<file path="src/rtl/dbgsec_pkg.sv">
`default_nettype none
package dbgsec_pkg;
    // Debug unit resources
    localparam int NUM_BKPT = 4;
    localparam int NUM_WATCH = 2;
    localparam int ADDR_W = 32;
    // Oscillator trim codes in MHz steps
    localparam logic [5:0] OSC_DEFAULT_MHZ = 6'h18;
    localparam logic [5:0] OSC_FLASH_MHZ = 6'h30;
    // Supervisory ROM size in bytes
    localparam int SUP_ROM_BYTES = 8192;
    localparam int SUP_ROM_AW = 13;
    // Flash row time
    localparam int CLK_MHZ = 40;
    localparam int ROW_TIME_MS = 20;
    localparam int ROW_CYCLES = ROW_TIME_MS * 1000 * CLK_MHZ;
    localparam int ROW_CNT_W = 20;
    // Flash operation states
    typedef enum logic [2:0]
    {
        FL_IDLE = 3'b001,
        FL_BUSY = 3'b010,
        FL_DONE = 3'b100
    } dbgsec_fl_state_t;
endpackage
`default_nettype wire

</file>
<file path="src/rtl/dbgsec_ctrl.sv">
// Notes on behaviour
// - Debug enabled straight out of reset.
// - Only firmware can disable debug.
// - Re-enable needs erase, unprotect, enabling firmware.
// - Security lock permanently kills all interfaces.
// - Two-wire port only echoes data XOR clock; comparators load over cmp_wr while granted.
// - Four breakpoint and two watchpoint comparators.
// - Flash operations force oscillator to 48 MHz.
// - Flash routines live in supervisory ROM.
`timescale 1ns/10ps
`default_nettype none
module dbgsec_ctrl #(
    parameter int ROW_CYCLES = dbgsec_pkg::ROW_CYCLES
)
(
    // Clock and reset
    input wire logic ref_clk,
    input wire logic reset,
    // Firmware controls
    input wire logic fw_debug_off,
    input wire logic fw_debug_on,
    input wire logic fw_secure_lock,
    input wire logic [5:0] fw_osc_mhz,
    // Probe recovery status and requests
    input wire logic probe_full_erase,
    input wire logic probe_prot_cleared,
    input wire logic probe_req,
    // Serial-wire pins from outside
    input wire logic swd_clk_pin,
    input wire logic swd_io_in,
    output logic swd_io_out,
    output logic swd_io_oe,
    input wire logic swd_io_drive,
    // Comparator setup and core bus
    input wire logic cmp_wr,
    input wire logic [2:0] cmp_sel,
    input wire logic [31:0] cmp_val,
    input wire logic [31:0] core_addr,
    input wire logic [31:0] core_data,
    output logic bkpt_hit,
    output logic watch_hit,
    // Flash through supervisory call
    input wire logic supervisory_call,
    input wire logic [12:0] supervisory_rom_addr,
    output logic flash_busy,
    output logic [5:0] main_internal_oscillator,
    // Status
    output logic debug_enabled,
    output logic secure_locked,
    output logic probe_grant,
    output logic [12:0] supervisory_rom_entry
);

////////////////////////////////////////////////////////////////////////
// Pin synchronisers
logic [1:0] clk_s_r, clk_s_nxt, io_s_r, io_s_nxt;
always_comb
begin
    clk_s_nxt = {clk_s_r[0], swd_clk_pin};
    io_s_nxt = {io_s_r[0], swd_io_in};
end
always_ff @(posedge ref_clk)
begin
    if (reset)
    begin
        clk_s_r <= 2'h0;
        io_s_r <= 2'h0;
    end
    else
    begin
        clk_s_r <= clk_s_nxt;
        io_s_r <= io_s_nxt;
    end
end

////////////////////////////////////////////////////////////////////////
// Debug enable and security lock
logic dbg_en_r, dbg_en_nxt, lock_r, lock_nxt;
logic erased_r, erased_nxt, unprot_r, unprot_nxt;
always_comb
begin
    lock_nxt = lock_r | fw_secure_lock;
    erased_nxt = erased_r;
    unprot_nxt = unprot_r;
    dbg_en_nxt = dbg_en_r;
    if (!dbg_en_r && !lock_r)
    begin
        erased_nxt = erased_r | probe_full_erase;
        unprot_nxt = unprot_r | (erased_r & probe_prot_cleared);
        if (fw_debug_on && unprot_r)
        begin
            dbg_en_nxt = 1'b1;
            erased_nxt = 1'b0;
            unprot_nxt = 1'b0;
        end
    end
    if (fw_debug_off)
        dbg_en_nxt = 1'b0;
    if (lock_nxt)
        dbg_en_nxt = 1'b0;
end
always_ff @(posedge ref_clk)
begin
    if (reset)
    begin
        dbg_en_r <= 1'b1;
        lock_r <= 1'b0;
        erased_r <= 1'b0;
        unprot_r <= 1'b0;
    end
    else
    begin
        dbg_en_r <= dbg_en_nxt;
        lock_r <= lock_nxt;
        erased_r <= erased_nxt;
        unprot_r <= unprot_nxt;
    end
end

////////////////////////////////////////////////////////////////////////
// Probe gating and two-wire data
logic grant_r, grant_nxt, io_o_r, io_o_nxt, oe_r, oe_nxt;
always_comb
begin
    // Gate with the next enable so access drops on the same edge as debug
    grant_nxt = probe_req & dbg_en_nxt & ~lock_nxt;
    oe_nxt = swd_io_drive & dbg_en_nxt & ~lock_nxt;
    io_o_nxt = oe_nxt ? (io_s_r[1] ^ clk_s_r[1]) : 1'b0;
end
always_ff @(posedge ref_clk)
begin
    if (reset)
    begin
        grant_r <= 1'b0;
        oe_r <= 1'b0;
        io_o_r <= 1'b0;
    end
    else
    begin
        grant_r <= grant_nxt;
        oe_r <= oe_nxt;
        io_o_r <= io_o_nxt;
    end
end

////////////////////////////////////////////////////////////////////////
// Breakpoint and watchpoint comparators
localparam int NCMP = dbgsec_pkg::NUM_BKPT + dbgsec_pkg::NUM_WATCH;
logic [31:0] cmp_r [NCMP];
logic [NCMP-1:0] match;
genvar gi;
generate
    for (gi = 0; gi < NCMP; gi++)
    begin : g_cmp
        always_ff @(posedge ref_clk)
        begin
            if (reset)
                cmp_r[gi] <= 32'h0;
            else if (cmp_wr && grant_r && cmp_sel == 3'(gi))
                cmp_r[gi] <= cmp_val;
        end
        if (gi < dbgsec_pkg::NUM_BKPT)
        begin : g_b
            assign match[gi] = (core_addr == cmp_r[gi]);
        end
        else
        begin : g_w
            assign match[gi] = (core_data == cmp_r[gi]);
        end
    end
endgenerate
logic bk_r, bk_nxt, wt_r, wt_nxt;
always_comb
begin
    bk_nxt = dbg_en_r & ~lock_r & (|match[dbgsec_pkg::NUM_BKPT-1:0]);
    wt_nxt = dbg_en_r & ~lock_r & (|match[NCMP-1:dbgsec_pkg::NUM_BKPT]);
end
always_ff @(posedge ref_clk)
begin
    if (reset)
    begin
        bk_r <= 1'b0;
        wt_r <= 1'b0;
    end
    else
    begin
        bk_r <= bk_nxt;
        wt_r <= wt_nxt;
    end
end

////////////////////////////////////////////////////////////////////////
// Flash operation and oscillator override
dbgsec_pkg::dbgsec_fl_state_t fl_r, fl_nxt;
logic [dbgsec_pkg::ROW_CNT_W-1:0] cnt_r, cnt_nxt;
logic [12:0] entry_r, entry_nxt;
logic [5:0] osc_r, osc_nxt;
always_comb
begin
    fl_nxt = fl_r;
    cnt_nxt = cnt_r;
    entry_nxt = entry_r;
    case (fl_r)
        dbgsec_pkg::FL_IDLE:
            if (supervisory_call)
            begin
                fl_nxt = dbgsec_pkg::FL_BUSY;
                entry_nxt = supervisory_rom_addr;
                cnt_nxt = '0;
            end
        dbgsec_pkg::FL_BUSY:
            if (cnt_r == dbgsec_pkg::ROW_CNT_W'(ROW_CYCLES - 1))
                fl_nxt = dbgsec_pkg::FL_DONE;
            else
                cnt_nxt = cnt_r + {{(dbgsec_pkg::ROW_CNT_W-1){1'b0}}, 1'b1};
        dbgsec_pkg::FL_DONE:
            fl_nxt = dbgsec_pkg::FL_IDLE;
        default:
            fl_nxt = dbgsec_pkg::FL_IDLE;
    endcase
    osc_nxt = (fl_nxt == dbgsec_pkg::FL_BUSY) ? dbgsec_pkg::OSC_FLASH_MHZ : fw_osc_mhz;
end
always_ff @(posedge ref_clk)
begin
    if (reset)
    begin
        fl_r <= dbgsec_pkg::FL_IDLE;
        cnt_r <= '0;
        entry_r <= 13'h0;
        osc_r <= dbgsec_pkg::OSC_DEFAULT_MHZ;
    end
    else
    begin
        fl_r <= fl_nxt;
        cnt_r <= cnt_nxt;
        entry_r <= entry_nxt;
        osc_r <= osc_nxt;
    end
end

////////////////////////////////////////////////////////////////////////
// Outputs
assign swd_io_out = io_o_r;
assign swd_io_oe = oe_r;
assign bkpt_hit = bk_r;
assign watch_hit = wt_r;
assign flash_busy = (fl_r == dbgsec_pkg::FL_BUSY);
assign main_internal_oscillator = osc_r;
assign debug_enabled = dbg_en_r;
assign secure_locked = lock_r;
assign probe_grant = grant_r;
assign supervisory_rom_entry = entry_r;

////////////////////////////////////////////////////////////////////////
// Assertions
a_reset_dbg_on: assert property (@(posedge ref_clk) $fell(reset) |-> debug_enabled)
    else $error("debug not enabled after reset");
a_lock_sticky: assert property (@(posedge ref_clk) disable iff (reset) secure_locked |=> secure_locked)
    else $error("lock released");
a_lock_kills: assert property (@(posedge ref_clk) disable iff (reset) secure_locked |-> !debug_enabled && !swd_io_oe)
    else $error("interface alive while locked");
a_fw_off: assert property (@(posedge ref_clk) disable iff (reset) fw_debug_off |=> !debug_enabled)
    else $error("firmware disable ignored");
a_reenable_path: assert property (@(posedge ref_clk) disable iff (reset)
    !debug_enabled ##1 debug_enabled |-> $past(unprot_r, 1))
    else $error("debug re-enabled without recovery");
a_no_grant_off: assert property (@(posedge ref_clk) disable iff (reset) !debug_enabled |-> !probe_grant)
    else $error("grant while disabled");
a_osc_flash: assert property (@(posedge ref_clk) disable iff (reset)
    flash_busy |-> main_internal_oscillator == dbgsec_pkg::OSC_FLASH_MHZ)
    else $error("oscillator not forced during flash");
a_supcall_start: assert property (@(posedge ref_clk) disable iff (reset)
    supervisory_call && fl_r == dbgsec_pkg::FL_IDLE |=> flash_busy && supervisory_rom_entry == $past(supervisory_rom_addr))
    else $error("supervisory call not started");
a_bkpt_gate: assert property (@(posedge ref_clk) disable iff (reset) bkpt_hit |-> $past(debug_enabled))
    else $error("breakpoint while disabled");
a_oe_gate: assert property (@(posedge ref_clk) disable iff (reset) !debug_enabled |-> !swd_io_oe)
    else $error("port drives while disabled");
a_watch_gate: assert property (@(posedge ref_clk) disable iff (reset) watch_hit |-> $past(debug_enabled))
    else $error("watchpoint while disabled");
endmodule
`default_nettype wire

</file>
<file path="config.mk">
export PLATFORM = sky130hd
export DESIGN_NAME = dbgsec_ctrl
export DESIGN_NICKNAME = d
export VERILOG_FILES = /design/src/rtl/dbgsec_pkg.sv /design/src/rtl/dbgsec_ctrl.sv
export SDC_FILE = /design/constraint.sdc
export NUM_CORES = 1
export LEC_CHECK = 0
export ABC_CLOCK_PERIOD_IN_PS = 4250
export BUFFER_PORTS_ARGS = -buffer_cell sky130_fd_sc_hd__buf_2
export CORE_MARGIN = 1
export CORE_UTILIZATION = 56
export DETAILED_ROUTE_END_ITERATION = 8
export PLACE_DENSITY_LB_ADDON = 0.2
export SYNTH_ARGS = -nofsm -noshare
export SYNTH_HDL_FRONTEND = slang
export SYNTH_SLANG_ARGS = --single-unit
</file>
<file path="constraint.sdc">
create_clock -name ref_clk -period 4.25 [get_ports ref_clk]
set_input_delay 1.275 -clock ref_clk [delete_from_list [all_inputs] [get_ports ref_clk]]
set_output_delay 1.275 -clock ref_clk [all_outputs]
set_load 0.05 [all_outputs]
</file>
==> summary.txt <==
Outcome
  • Status: completed

STA
  • Rel. slew slack: 28.6%
  • Final setup fails: 0
  • RSZ-0062 raised after global routing: no
  • Crit share post-route: 68.8%
  • Final number of hold-violating endpoints: 0
  • Fmax achieved: 342 MHz
  • Max-slew violations: 0
  • Slew @ Worst Pin: 1.07 ns
  • Min cycle time layout: 2.93 ns
  • Setup tns final: 0 ns
  • Clock skew: 0.0168 ns

Drt
  • Routed len/inst: 19.4 um
  • Drt first-iter violations: 475
  • Routed via count: 7342
  • Drt drc: 0
  • First-pass DRT Iterations: 4
  • DRT antenna net count: 0
  • Detailed-route vias per instance: 5.34
  • WL final: 26700 um

Yosys
  • Yosys cell types: 45
  • Number of synthesized register bits: 247
  • Syn_nets: 1084
  • Async set-reset flop share out of synthesis: 0%
  • Post-synth EDFFs: 192
  • YS warnings: 0
  • Gate Count Post-Synth: 952
  • Top FF cell, synth: edfxtp_1
  • Post-Synthesis Cell Area: 11500 um^2
  • Mean Syn Cell Area: 12.1 um^2
  • Register area share after synthesis: 59.6%

Die
  • CORE AREA: 20200 um^2
  • Die width: 145 um
  • Die Area: 21200 um^2
  • Placement row count: 52
  • Top Ports: 158
  • Initial core utilization: 56.9%
  • Chip height: 145 um

Worst setup path
  • Crit end category: output port
  • CP Data Required Time: 2.97 ns
  • Critical path buffers and inverters: 2
  • CP max stage cell: or3b_4
  • CP cell instances: or3b_4 -> clkinv_4 -> buf_2
  • Crit path from: fl_r[2]$_SDFF_PP0_
  • Critical path arrival: 1.65 ns
  • Critical path's top delay family: simple AND/OR/NAND/NOR gates
  • CP startpoint kind: flop
  • FF-to-FF Start: cnt_r[8]$_SDFFE_PP0P_
  • CP Class: flop to output port
  • Crit-path max cell delay: 0.46 ns
  • Crit-path max FO: 7

Flow run
  • Maxcap violations: 0

Clock tree
  • CTS Root Cell: clkbuf_16
  • CTS tree: yes
  • Clock buffer depth: 3
  • TritonCTS buffer count: 25
  • Setup bufs post-CTS: 0
  • CTS resizes: 0
  • Skew-Pair Late Insertion Delay: 0.52 ns
  • CTS Hold Bufs: 0
  • H-tree lvl count: 1
  • Reg clk slew, reported paths: 0.06 ns
  • Clk sinks: 247

Power
  • Lkg Pwr: 4.85 nW
  • Pwr per Cell Area: 400 nW/um^2
  • Worst VDD drop: 0.327 mV

Placement
  • Final GP Congestion: 0.859
  • DP Area: 12600 um^2
  • Half-perimeter wire length after placement: 19100 um
  • I/O Buffers: 157

Finish
  • Fraction of layout cells with a size suffix above 1: 20.7%
  • # diodes: 0
  • Most common cell after layout, fill and taps aside: and2_1
  • Area grow syn2layout: 16.1%
  • Design Area, Final: 13400 um^2
  • Commonest cells after routing, fill and taps aside: 199 x and2_1, 193 x xnor2_1, 192 x edfxtp_1, 157 x buf_2
  • NumNets Final: 1218

GRT
  • Gr ovfl total: 0
  • Largest net degree at the start of global routing: 43
  • Global-route wire length before repair: 40700 um
  • Initial antenna violation count: 1
  • Aggregate global-route resource usage: 25.5%
  • Number of global-route vias before repair: 7181

Worst hold path
  • Worst min path class: flop to flop
  • Min-delay src: clk_s_r[0]$_SDFF_PP0_
worst reg2reg max path, stage by stage, from the launching register on:
cell and delay, ns:
dfxtp_1 0.35, nor4b_1 0.41, nand4_2 0.41, o21ai_1 0.49, mux2_2 0.38, nor2_1 0.07
routing by layer:
layer,wire length [um],global-route usage [%],vias up
met5,10,0,-
met4,640,6.79,2
met1,11300,34.3,3520
li1,-,-,3537
met2,12900,42.4,239
met3,1810,5.14,44
metrics by stage:
| step | setup WS [ns] | util (%) | hold slack [ns] | std cells | total power [mW] |
|---|---|---|---|---|---|
| floorplan | 0.558 | - | 0.414 | 952 | 3.07 |
| global placement | 1.18 | 62.2 | 0.427 | 1329 | 3.26 |
| detailed placement | 1.14 | 62.2 | 0.432 | 1329 | 3.27 |
| CTS | 1.31 | 66.1 | 0.452 | 1375 | 5.39 |
| global route | 1.28 | 66.1 | 0.465 | 1375 | 5.52 |
| finish | 1.32 | 66.1 | 0.447 | 1375 | 5.36 |
cell families after synthesis:
logic type	share of synthesized area, %
and+or+nand+nor	19.4
xor gates and xnor gates	15.5
adders and majority gates	0.109
DFF	59.6
buffers and inverters	2.26
AOI/OAI and AO/OA	2.91
muxes	0.195
cell type report:
| cell class | count | area [um^2] |
|---|---|---|
| Timing Repair Buffer | 169 | 876 |
| Inverter | 6 | 27.5 |
| Clock inverter | 8 | 67.6 |
| Multi-Input combinational cell | 637 | 4470 |
| Clock buffer | 38 | 734 |
| Fill cell | 1563 | 6850 |
| Sequential cell | 247 | 6870 |
| Tap cell | 270 | 338 |
report_power, final:
group | internal (mW) | switching (mW) | total, mW
clock | 1.25 | 0.887 | 2.14
sequential | 2.69 | 0.0400 | 2.73
combinational | 0.189 | 0.307 | 0.496
total | 4.12 | 1.23 | 5.36
flip-flops by register name, summed over array words and instances, names as in the netlist, 2 cells and up:
register and count:
clk_s_r 2, cmp_r 192, cnt_r 20, fl_r 3, io_s_r 2, main_internal_oscillator 6, supervisory_rom_entry 13
final timing paths:
| check | end | slack, ns | cells past startpoint |
|---|---|---|---|
| worst max-delay path | flash_busy | 1.32 | 3 |
| worst min-delay path | clk_s_r[1]$_SDFF_PP0_ | 0.45 | 1 |
| worst max register to register | cnt_r[0]$_SDFFE_PP0P_ | 2.07 | 5 |
| worst min register to register | clk_s_r[1]$_SDFF_PP0_ | 0.45 | 1 |
cell usage after synthesis, types with 4 or more instances:
cell type	instances	area, um^2
a21oi_1	25	125
and2_1	199	1240
buf_1	4	15.0
clkbuf_1	58	218
dfxtp_1	55	1100
edfxtp_1	192	5770
inv_1	5	18.8
nand2_1	38	143
nand3_1	7	35.0
nand4_1	55	344
nor2_1	28	105
nor2b_1	5	31.3
nor3_1	5	25.0
nor4_1	14	87.6
o211ai_1	4	30.0
o21ai_0	6	30.0
o21bai_1	6	45.0
or3_1	7	43.8
xnor2_1	193	1690
xor2_1	11	96.3
Note: power is estimated with default switching activity, not from simulation.
